`src/rtl/cci_pkg.sv`:
```
// package: constants and types for the caption line inserter
package cci_pkg;

  // ----------------------------------------------------------------
  // host subaddresses and reset values
  // ----------------------------------------------------------------
  localparam logic [4:0] CCI_ADDR_EXT_LO = 5'h08;
  localparam logic [4:0] CCI_ADDR_EXT_HI = 5'h09;
  localparam logic [4:0] CCI_ADDR_CAP_LO = 5'h0a;
  localparam logic [4:0] CCI_ADDR_CAP_HI = 5'h0b;
  localparam logic [7:0] CCI_BYTE_RST = 8'h00;

  // ----------------------------------------------------------------
  // line numbers
  // ----------------------------------------------------------------
  localparam logic [9:0] CCI_ODD_LINE = 10'h015;
  localparam logic [9:0] CCI_EVEN_LINE = 10'h11c;
  localparam logic [9:0] CCI_QUIET_LINE = 10'h11a;

  // ----------------------------------------------------------------
  // waveform levels and layout
  // ----------------------------------------------------------------
  localparam logic [9:0] CCI_LVL_BLANK = 10'h0f0;
  localparam logic [9:0] CCI_LVL_HIGH = 10'h1e0;
  localparam logic [4:0] CCI_RUNIN_BITS = 5'h07;
  localparam logic [4:0] CCI_HOLD_BITS = 5'h02;
  localparam logic [4:0] CCI_DATA_BITS = 5'h10;
  localparam logic [3:0] CCI_SEG_LAST = 4'hf;

  // ----------------------------------------------------------------
  // timing: one bit period is sixteen sine segments
  // ----------------------------------------------------------------
  localparam int CCI_CLK_MHZ = 25;
  localparam int CCI_BIT_NS = 1986;
  localparam int CCI_SEG_CYC_I = (CCI_BIT_NS * CCI_CLK_MHZ) / (16 * 1000);
  localparam logic [3:0] CCI_SEG_CYC = 4'(CCI_SEG_CYC_I < 1 ? 1 : CCI_SEG_CYC_I);

  // ----------------------------------------------------------------
  // types
  // ----------------------------------------------------------------
  typedef enum logic [2:0] {
    CCI_IDLE, CCI_WAIT, CCI_RUNIN, CCI_HOLD, CCI_START, CCI_DATA, CCI_TAIL
  } cci_state_t;

  typedef struct packed {
    logic caption;
    logic [9:0] level;
  } cci_smp_t;

endpackage
```
`src/rtl/cci_buf2.sv`:
```
// two-entry skid buffer with registered outputs on both sides
`timescale 1ns/1ps
module cci_buf2 #(
  parameter int W = 11
) (
  input wire logic mclk,
  input wire logic reset_n,
  input wire logic in_valid,
  input wire logic [W-1:0] in_data,
  output logic in_ready,
  output logic out_valid,
  output logic [W-1:0] out_data,
  input wire logic out_ready
);
  logic skid_v_r;
  logic [W-1:0] skid_r;
  // mirrors an empty skid slot so the ready output leaves a flop directly
  logic in_rdy_r;
  logic out_v_r;
  logic [W-1:0] out_r;

  // ----------------------------------------------------------------
  // steering
  // ----------------------------------------------------------------
  wire drain = out_ready || !out_v_r;
  wire take = in_valid && !skid_v_r;

  // second slot catches the word that arrives while the head is stalled
  always_ff @(posedge mclk or negedge reset_n) begin
    if (!reset_n) begin
      skid_v_r <= 1'b0;
      skid_r <= '0;
      in_rdy_r <= 1'b1;
      out_v_r <= 1'b0;
      out_r <= '0;
    end else if (drain) begin
      out_v_r <= skid_v_r || in_valid;
      out_r <= skid_v_r ? skid_r : in_data;
      skid_v_r <= 1'b0;
      in_rdy_r <= 1'b1;
    end else if (take) begin
      skid_v_r <= 1'b1;
      skid_r <= in_data;
      in_rdy_r <= 1'b0;
    end
  end

  assign in_ready = in_rdy_r;
  assign out_valid = out_v_r;
  assign out_data = out_r;
endmodule

```
`src/rtl/cci_inserter.sv`:
```
// caption line inserter: replaces pixels on caption lines with the caption waveform
`timescale 1ns/1ps
// Contract
// - On line 21 of odd fields the caption waveform is placed in the active part of the line.
// - Each caption line opens with seven sine cycles locked to the caption bit timing.
// - After the run-in the output sits at blanking for two bits, then sends a start bit of one.
// - Sixteen data bits follow the start bit, taken from the two caption data bytes.
// - Even fields carry extended captions on line 284 from the two extended data bytes.
// - Pixel input on lines 21 and 282 is ignored and replaced by the caption waveform, or by blanking where no caption is sent.
// - Run-in and bit timing is counted in accepted pixel samples, so the pix_valid handshake paces it.
// - The caption byte pair lives in two host-written bytes at subaddresses 0A and 0B.
// - The extended byte pair lives in two host-written bytes at subaddresses 08 and 09.
module cci_inserter (
  input wire logic mclk,
  input wire logic reset_n,
  input wire logic line_start,
  input wire logic [9:0] line_num,
  input wire logic field_odd,
  input wire logic active_start,
  input wire logic pix_valid,
  input wire logic [9:0] pix_level,
  output logic pix_ready,
  input wire logic wr_en,
  input wire logic [4:0] wr_addr,
  input wire logic [7:0] wr_data,
  output logic vid_valid,
  output cci_pkg::cci_smp_t vid_sample,
  input wire logic vid_ready,
  output logic [15:0] caption_byte_pair,
  output logic [15:0] extended_caption_byte_pair,
  output logic cc_busy
);
  import cci_pkg::*;

  // ----------------------------------------------------------------
  // helpers
  // ----------------------------------------------------------------
  function automatic logic [9:0] sine_lvl(input logic [3:0] idx);
    logic [9:0] v;
    v = 10'h168;
    case (idx)
      4'h0: v = 10'h168;
      4'h1: v = 10'h196;
      4'h2: v = 10'h1bd;
      4'h3: v = 10'h1d7;
      4'h4: v = 10'h1e0;
      4'h5: v = 10'h1d7;
      4'h6: v = 10'h1bd;
      4'h7: v = 10'h196;
      4'h8: v = 10'h168;
      4'h9: v = 10'h13a;
      4'ha: v = 10'h113;
      4'hb: v = 10'h0f9;
      4'hc: v = 10'h0f0;
      4'hd: v = 10'h0f9;
      4'he: v = 10'h113;
      default: v = 10'h13a;
    endcase
    return v;
  endfunction

  function automatic logic wr_hit(input logic en, input logic [4:0] a,
                                  input logic [4:0] want);
    return en && (a == want);
  endfunction

  // ----------------------------------------------------------------
  // host byte registers
  // ----------------------------------------------------------------
  logic [7:0] cap_lo_r;
  logic [7:0] cap_hi_r;
  logic [7:0] ext_lo_r;
  logic [7:0] ext_hi_r;

  wire hit_cap_lo = wr_hit(wr_en, wr_addr, CCI_ADDR_CAP_LO);
  wire hit_cap_hi = wr_hit(wr_en, wr_addr, CCI_ADDR_CAP_HI);
  wire hit_ext_lo = wr_hit(wr_en, wr_addr, CCI_ADDR_EXT_LO);
  wire hit_ext_hi = wr_hit(wr_en, wr_addr, CCI_ADDR_EXT_HI);

  always_ff @(posedge mclk or negedge reset_n) begin
    if (!reset_n) begin
      cap_lo_r <= CCI_BYTE_RST;
      cap_hi_r <= CCI_BYTE_RST;
      ext_lo_r <= CCI_BYTE_RST;
      ext_hi_r <= CCI_BYTE_RST;
    end else begin
      if (hit_cap_lo) cap_lo_r <= wr_data;
      if (hit_cap_hi) cap_hi_r <= wr_data;
      if (hit_ext_lo) ext_lo_r <= wr_data;
      if (hit_ext_hi) ext_hi_r <= wr_data;
    end
  end

  // ----------------------------------------------------------------
  // line classification, sampled at line start
  // ----------------------------------------------------------------
  logic cap_line_r;
  logic quiet_line_r;
  logic even_line_r;

  wire odd_cap = field_odd && (line_num == CCI_ODD_LINE);
  wire even_cap = !field_odd && (line_num == CCI_EVEN_LINE);
  wire quiet = (line_num == CCI_ODD_LINE) || (line_num == CCI_QUIET_LINE);

  always_ff @(posedge mclk or negedge reset_n) begin
    if (!reset_n) begin
      cap_line_r <= 1'b0;
      quiet_line_r <= 1'b0;
      even_line_r <= 1'b0;
    end else if (line_start) begin
      cap_line_r <= odd_cap || even_cap;
      quiet_line_r <= quiet || odd_cap || even_cap;
      even_line_r <= even_cap;
    end
  end

  // ----------------------------------------------------------------
  // waveform sequencer, paced by accepted sample slots
  // ----------------------------------------------------------------
  cci_state_t st_r;
  cci_state_t st_nxt;
  logic [3:0] seg_cnt_r;
  logic [3:0] sin_idx_r;
  logic [4:0] bit_idx_r;
  logic [15:0] shift_r;

  logic buf_in_ready;
  wire fire = pix_valid && buf_in_ready;
  wire seg_end = fire && (seg_cnt_r == CCI_SEG_CYC - 4'h1);
  wire bit_end = seg_end && (sin_idx_r == CCI_SEG_LAST);
  wire launch = (st_r == CCI_WAIT) && active_start;
  // lower subaddress byte sits in the low half so it leaves first
  wire [15:0] load_pair = even_line_r ? {ext_hi_r, ext_lo_r} : {cap_hi_r, cap_lo_r};
  wire [4:0] bit_last = (st_r == CCI_RUNIN) ? CCI_RUNIN_BITS - 5'h01 :
                        (st_r == CCI_HOLD) ? CCI_HOLD_BITS - 5'h01 :
                        (st_r == CCI_DATA) ? CCI_DATA_BITS - 5'h01 : 5'h00;
  wire phase_done = bit_end && (bit_idx_r == bit_last);

  always_comb begin
    st_nxt = st_r;
    case (st_r)
      CCI_WAIT: begin
        if (launch) st_nxt = CCI_RUNIN;
      end
      CCI_RUNIN: begin
        if (phase_done) st_nxt = CCI_HOLD;
      end
      CCI_HOLD: begin
        if (phase_done) st_nxt = CCI_START;
      end
      CCI_START: begin
        if (phase_done) st_nxt = CCI_DATA;
      end
      CCI_DATA: begin
        if (phase_done) st_nxt = CCI_TAIL;
      end
      default: st_nxt = st_r;
    endcase
    if (line_start) st_nxt = (odd_cap || even_cap) ? CCI_WAIT : CCI_IDLE;
  end

  // counters restart at each phase so the sine stays locked to bit edges
  always_ff @(posedge mclk or negedge reset_n) begin
    if (!reset_n) begin
      st_r <= CCI_IDLE;
      seg_cnt_r <= 4'h0;
      sin_idx_r <= 4'h0;
      bit_idx_r <= 5'h00;
      shift_r <= 16'h0000;
    end else begin
      st_r <= st_nxt;
      if (launch || line_start) begin
        seg_cnt_r <= 4'h0;
        sin_idx_r <= 4'h0;
        bit_idx_r <= 5'h00;
        if (launch) shift_r <= load_pair;
      end else if (fire) begin
        seg_cnt_r <= seg_end ? 4'h0 : seg_cnt_r + 4'h1;
        if (seg_end) sin_idx_r <= sin_idx_r + 4'h1;
        if (bit_end) bit_idx_r <= phase_done ? 5'h00 : bit_idx_r + 5'h01;
        if (bit_end && st_r == CCI_DATA) shift_r <= {1'b0, shift_r[15:1]};
      end
    end
  end

  // ----------------------------------------------------------------
  // sample selection
  // ----------------------------------------------------------------
  wire [9:0] gen_lvl = (st_r == CCI_RUNIN) ? sine_lvl(sin_idx_r) :
                       (st_r == CCI_START) ? CCI_LVL_HIGH :
                       (st_r == CCI_DATA && shift_r[0]) ? CCI_LVL_HIGH :
                       CCI_LVL_BLANK;
  // pixels on quiet lines are still taken so the source never stalls on them
  cci_smp_t buf_in;
  assign buf_in = {quiet_line_r, quiet_line_r ? gen_lvl : pix_level};

  cci_buf2 #(.W($bits(cci_smp_t))) u_buf (
    .mclk(mclk),
    .reset_n(reset_n),
    .in_valid(pix_valid),
    .in_data(buf_in),
    .in_ready(buf_in_ready),
    .out_valid(vid_valid),
    .out_data(vid_sample),
    .out_ready(vid_ready)
  );

  logic busy_r;
  always_ff @(posedge mclk or negedge reset_n) begin
    if (!reset_n) busy_r <= 1'b0;
    else busy_r <= (st_nxt != CCI_IDLE) && (st_nxt != CCI_TAIL);
  end

  assign pix_ready = buf_in_ready;
  assign cc_busy = busy_r;
  assign caption_byte_pair = {cap_hi_r, cap_lo_r};
  assign extended_caption_byte_pair = {ext_hi_r, ext_lo_r};
endmodule

```
`config.mk`:
```
export PLATFORM = sky130hd
export DESIGN_NAME = cci_inserter
export DESIGN_NICKNAME = d
export VERILOG_FILES = /design/src/rtl/cci_pkg.sv /design/src/rtl/cci_buf2.sv /design/src/rtl/cci_inserter.sv
export SDC_FILE = /design/constraint.sdc
export NUM_CORES = 1
export LEC_CHECK = 0
export BUFFER_PORTS_ARGS = -buffer_cell sky130_fd_sc_hd__buf_2
export CAP_MARGIN = 20
export CORE_AREA = 2 2 141 143
export DETAILED_ROUTE_END_ITERATION = 8
export DIE_AREA = 0 0 143 145
export GPL_ROUTABILITY_DRIVEN = 0
export SYNTH_ARGS = -nofsm -noshare
export SYNTH_HDL_FRONTEND = slang
export SYNTH_SLANG_ARGS = --single-unit
```
`constraint.sdc`:
```
create_clock -name mclk -period 3.2 [get_ports mclk]
set_input_delay 0.16 -clock mclk [delete_from_list [all_inputs] [get_ports mclk]]
set_output_delay 0.16 -clock mclk [all_outputs]
set_load 0.02 [all_outputs]
```
After elaboration in Yosys (flattened, before gate mapping) --
Memory sizes are Yosys's and may differ from the RTL's. Cells that the tools add are included.
Storage, ports and cells: flip-flop bits (word level) 92, ROM bits 144, input port bits 41, output and inout bits 46, logic and storage cells 109, memories kept 1
Memory list:
- (name not given) | words 16, bits a word 9, read ports 1, clocked after memory_dff 0, write ports 0, RTL line cci_inserter.sv:41 | case (idx)
Cells by class: $add $sub $neg 3, equal/unequal tests 17, muxes and demuxes 35, bitwise logic cells 1, reduce and logical (&&, ||, !) cells 35
Operators with widths (number):
- 16-bit two-way mux | 5
- 4-bit two-way mux | 9
- 10-bit by 9-bit equality test with 1-bit output, second input constant | 2
- 5-bit by 4-bit equality test with 1-bit output, second input constant | 4
- 10-bit two-way mux | 2
- 5-bit two-way mux | 4
- 3-bit two-way mux | 6
- 9-bit two-way mux | 2
- 1-bit logical AND | 15
- 3-bit case mux with 5 select lines | 1
- 11-bit two-way mux | 1
- 10-bit by 5-bit equality test with 1-bit output, second input constant | 1
- 2-bit nonzero test | 5
- 4-bit by 1-bit adder with 4-bit output, second input constant | 2
- 1-bit logical OR | 7
- 3-bit by 2-bit equality test with 1-bit output, second input constant | 2
- 3-bit equality test, second input constant | 2
- 2-bit AND reduction | 3
- 5-bit by 1-bit adder with 5-bit output, second input constant | 1
- 5-bit by 4-bit equality test with 1-bit output | 1
- 1-bit two-way mux | 5
- 4-bit by 2-bit equality test with 1-bit output, second input constant | 1
- 4-bit equality test, second input constant | 1
- 3-bit by 1-bit equality test with 1-bit output, second input constant | 1
- 6 further kinds | 8

Logic depth before layout (Yosys ltp) --
word-level depth 11, mapped depth 9, depth with buffers taken out 9

Cells and area by module --
From an unflattened synthesis, not the netlist that was laid out.
Unflattened totals: cells, all modules 448, area, all modules 4805.9 sq um
Modules (own cells, without submodules):
- cci_inserter | instances 1, cells each 380, area an instance 3686.0 sq um
- cci_buf2 | instances 1, cells each 68, area an instance 1119.8 sq um

Worst setup path before layout --
Ideal clock, no wire load.
kind reg2reg, from register seg_cnt_r[0], to register busy_r (netlist: cc_busy), arrival 2.196 ns, data required time 3.067 ns, path slack 0.871 ns, cell stages (with the launch flop) 10, buffers on the path 0, period minus slack after synthesis 2.329 ns, cells stage by stage dfrtp_1 > inv_1 > ha_1 > nor4bb_1 > nand2_1 > a2111o_1 > o311a_1 > nor3_2 > xnor2_1 > o211ai_2
On the way: longest elaborated chain between the ends 9
RTL lines:
- from (decl) | RTL line cci_inserter.sv:122 | logic [3:0] seg_cnt_r;
- from (signal assigned) | RTL line cci_inserter.sv:178 | seg_cnt_r <= seg_end ? 4'h0 : seg_cnt_r + 4'h1;
- 4-bit by 2-bit equality test with 1-bit output (*) | RTL line cci_inserter.sv:129 | wire seg_end = fire && (seg_cnt_r == CCI_SEG_CYC - 4'h1);
- 1-bit logical AND (*) | RTL line cci_inserter.sv:129
- 1-bit logical AND (*) | RTL line cci_inserter.sv:130 | wire bit_end = seg_end && (sin_idx_r == CCI_SEG_LAST);
- 1-bit logical AND (*) | RTL line cci_inserter.sv:137 | wire phase_done = bit_end && (bit_idx_r == bit_last);
- 3-bit two-way mux (on tied branches)
- 3-bit case mux with 5 select lines (*) | RTL line cci_inserter.sv:141 | case (st_r)
- 3-bit two-way mux (*) | RTL line cci_inserter.sv:159 | if (line_start) st_nxt = (odd_cap || even_cap) ? CCI_WAIT : CCI_IDLE;
- 3-bit inequality test or 3-bit nonzero test (tied branches) | RTL line cci_inserter.sv:211 | else busy_r <= (st_nxt != CCI_IDLE) && (st_nxt != CCI_TAIL);
- 1-bit logical AND (*) | RTL line cci_inserter.sv:211
- to (signal assigned) | RTL line cci_inserter.sv:211
- to (decl) | RTL line cci_inserter.sv:208 | logic busy_r;
Mark *: on every way between the ends. The rest lies on a longest branch, timed or not. A chain may end at the register's enable or synchronous reset.

Worst setup path after layout --
Ends and elaborated chain as after synthesis.

==> impl_metrics.csv <==
group,metric,value,unit
setup_path,crit_required,3.42,ns
layout,drive_gt1_frac,0.2700,
place,port-buffer-count,86,
global_route,grt_max_degree,57,
floorplanning,die_w,143,µm
pwr,combPwrFrac,0.178,
job,maxCapViolations,0,
global_route,grt_pass1_vias,3515,
clock_tree,clkLatencyLatePin,0.34,ns
pwr,p_per_area,525.6,mW/mm²
detailed_routing,ant_nets,0,
synthesis,synthArstFlopShare,1.000,
global_route,groute.usage.overall,0.1082,
layout,fillerInstances,2015,
synthesis,synth_nets,531,
setup_path,start_kind,"flip-flop",
synthesis,ys_types,51,
timing,finalCritPeriodShare,0.8100,
layout,diodes,0,
timing,worstMarginPinSlew,0.9507,ns
synthesis,synth_top_flop_cell,"dfrtp_1",
worst_hold_path,min_path_type,"in2reg",
place,hpwlAfterDp,7.783,mm
pwr,seqPwrFrac,0.461,
pwr,leakagePower,2.627,nW
global_route,grt_pass1_wl,18.13,mm
timing,slew_viol_final,0,
clock_tree,clockBufferDepth,2,
detailed_routing,drt_iter0_drc,212,
synthesis,yosysWarnings,0,
synthesis,synth.cell_area,0.004743,mm²
synthesis,synth_area_leaders,"dfrtp_1 48%, mux2_2 8.1%, mux2i_1 5.5%",
synthesis,yosys.area.top_type_share,0.4801,
floorplanning,dieArea,0.02074,mm²
synthesis,yosys_register_bits,92,
clock_tree,cts_setup_buffers,0,
detailed_routing,num_vias,3613,
pwr,internal-power,2.149,mW
status,status,"completed",
detailed_routing,vias_per_cell,4.364,
synthesis,seq_area_frac_synth,0.4856,
timing,fmax,385.8,MHz
clock_tree,clk_pin_slew,0.07,ns
synthesis,syn_inst,480,
timing,fin_setup_tns,0,ns
pwr,ir_worst_vdd,0.3185,mV
pwr,power.total,3.027,mW
setup_path,crit_fanout,3,
floorplanning,io_pins,87,
synthesis,synth_area_per_cell,9.882,µm²
layout,utilization,0.2999,
global_route,overflow,0,
layout,nets,609,
detailed_routing,drt-total-wl,10.76,mm
clock_tree,numCtsBuffers,9,
timing,fin_crit,2.592,ns
detailed_routing,dr.pass1.iters,4,
timing,finalSetupViolCount,0,
timing,hold_viol_final,0,
timing,worst_slew_margin_rel,0.3662,
global_route,antenna_found_initial,0,
setup_path,critPathCaptureType,"flip-flop",
pwr,p_switching,0.8782,mW
setup_path,arrival,2.81,ns
synthesis,synth_most_common_cell,"dfrtp_1",
pwr,switching_share,0.2901,
layout,synthToLayoutAreaGrowth,21.42,%
detailed_routing,wl_per_cell,13.00,µm
synthesis,synth-edff-count,0,
timing,rsz0062_at_grt,"no",
pwr,power_frac_clock,0.361,
synthesis,ys_top_cells_by_count,"91 x dfrtp_1, 58 x nand2_1, 48 x nor2_1",
clock_tree,h-tree-depth,3,
synthesis,synth_top_area_cell,"dfrtp_1",
clock_tree,cts.sinks,92,
timing,finalClockSkew,0.009322,ns
setup_path,crit_type,"reg2reg",
clock_tree,cts_tree,"done",
clock_tree,cts_root_buffer,"clkbuf_16",
clock_tree,cts_hold_buf,1,
floorplanning,coreArea,0.01921,mm²
floorplanning,num_rows,51,
detailed_routing,drc,0,
floorplanning,die_height,145,µm
clock_tree,cts-resized-gates,0,
floorplanning,initial_core_util,0.2470,
==> power by group through the flow <==
stage / clock [mW] / sequential [mW] / combinational [mW]
detailed placement: 0 / 1.42 / 0.544
floorplan: 0 / 1.52 / 0.212
finish: 1.09 / 1.40 / 0.539
global route: 1.18 / 1.42 / 0.596
CTS: 1.13 / 1.39 / 0.547
global placement: 0 / 1.41 / 0.539
==> through the flow <==
step / instances / hold WS [ns] / setup WS [ns] / cell area, µm²
final: 828 / 0.08666 / 0.6080 / 5759
after global routing: 828 / 0.08797 / 0.4288 / 5759
after CTS: 827 / 0.07547 / 0.6479 / 5752
after detailed placement: 810 / 0.2669 / 0.6740 / 5434
after global placement: 810 / 0.2712 / 0.6800 / 5434
after floorplan: 480 / -0.1356 / 0.8709 / 4743
==> worst max-delay path: stages (launching register included) <==
cell	delay [ns]
dfrtp_1	0.40
inv_1	0.10
ha_1	0.16
nor4bb_1	0.37
nand2_1	0.19
a2111o_1	0.42
o311a_1	0.35
nor3_2	0.23
xnor2_1	0.16
o211ai_2	0.09
==> cell families (layout without fill, tap and decap cells) <==
family / count (synthesis) / count (layout) / synth area share
AND/OR/NAND/NOR: 164 / 164 / 0.1701
adder cells (fa/ha/maj): 10 / 10 / 0.02638
multiplexers: 60 / 60 / 0.1356
buffers and inverters: 41 / 124 / 0.03587
XOR/XNOR: 9 / 9 / 0.01662
AO/OA/AOI/OAI: 104 / 104 / 0.1298
flip-flops: 92 / 92 / 0.4856
==> placed cells by master (no fill, tap or decap), drive strengths merged, types with 10 or more instances in the layout <==
cell and instances:
a21oi 34, buf 92, clkbuf 10, dfrtp 91
ha 10, inv 18, mux2 34, mux2i 26
nand2 58, nand3 10, nor2 48, o21ai 41
==> metal layers <==
layer,share of wire,global-route usage
met5,0,0
met4,0.016,0.03218
met3,0.053,0.02970
met2,0.44,0.1617
met1,0.49,0.1522
==> final cells by class <==
class / instances / area, µm² / area share
timing repair buffer: 93 / 488.0 / 0.08473
clock buffer: 10 / 239.0 / 0.04149
inverter: 15 / 56.30 / 0.009776
tap: 265 / 331.6 / 0.05757
multi-input combinational: 347 / 2272 / 0.3945
sequential: 92 / 2303 / 0.4000
clock inverter: 6 / 68.82 / 0.01195
==> worst paths after layout <==
path | from | endpoint | slack, ns | cells past startpoint
max in group asynchronous | reset_n | u_buf.in_ready | 1.98 | 3
setup / recovery | seg_cnt_r[0] | cc_busy | 0.61 | 9
min in group asynchronous | reset_n | cap_lo_r[4] | 0.41 | 2
setup reg to reg | seg_cnt_r[0] | cc_busy | 0.61 | 9
hold reg to reg | u_buf.out_data[2] | u_buf.out_data[2] | 0.47 | 2
hold / removal | wr_data[4] | ext_hi_r[4] | 0.09 | 2
==> state kept, by name, summed over array words and instances, names as in the netlist, 3 cells and up <==
signal,flops
shift_r,16
u_buf.out_data,11
u_buf.skid_r,11
cap_hi_r,8
cap_lo_r,8
ext_hi_r,8
ext_lo_r,8
bit_idx_r,5
seg_cnt_r,4
sin_idx_r,4
st_r,3
(Power assumes the default switching activity.)
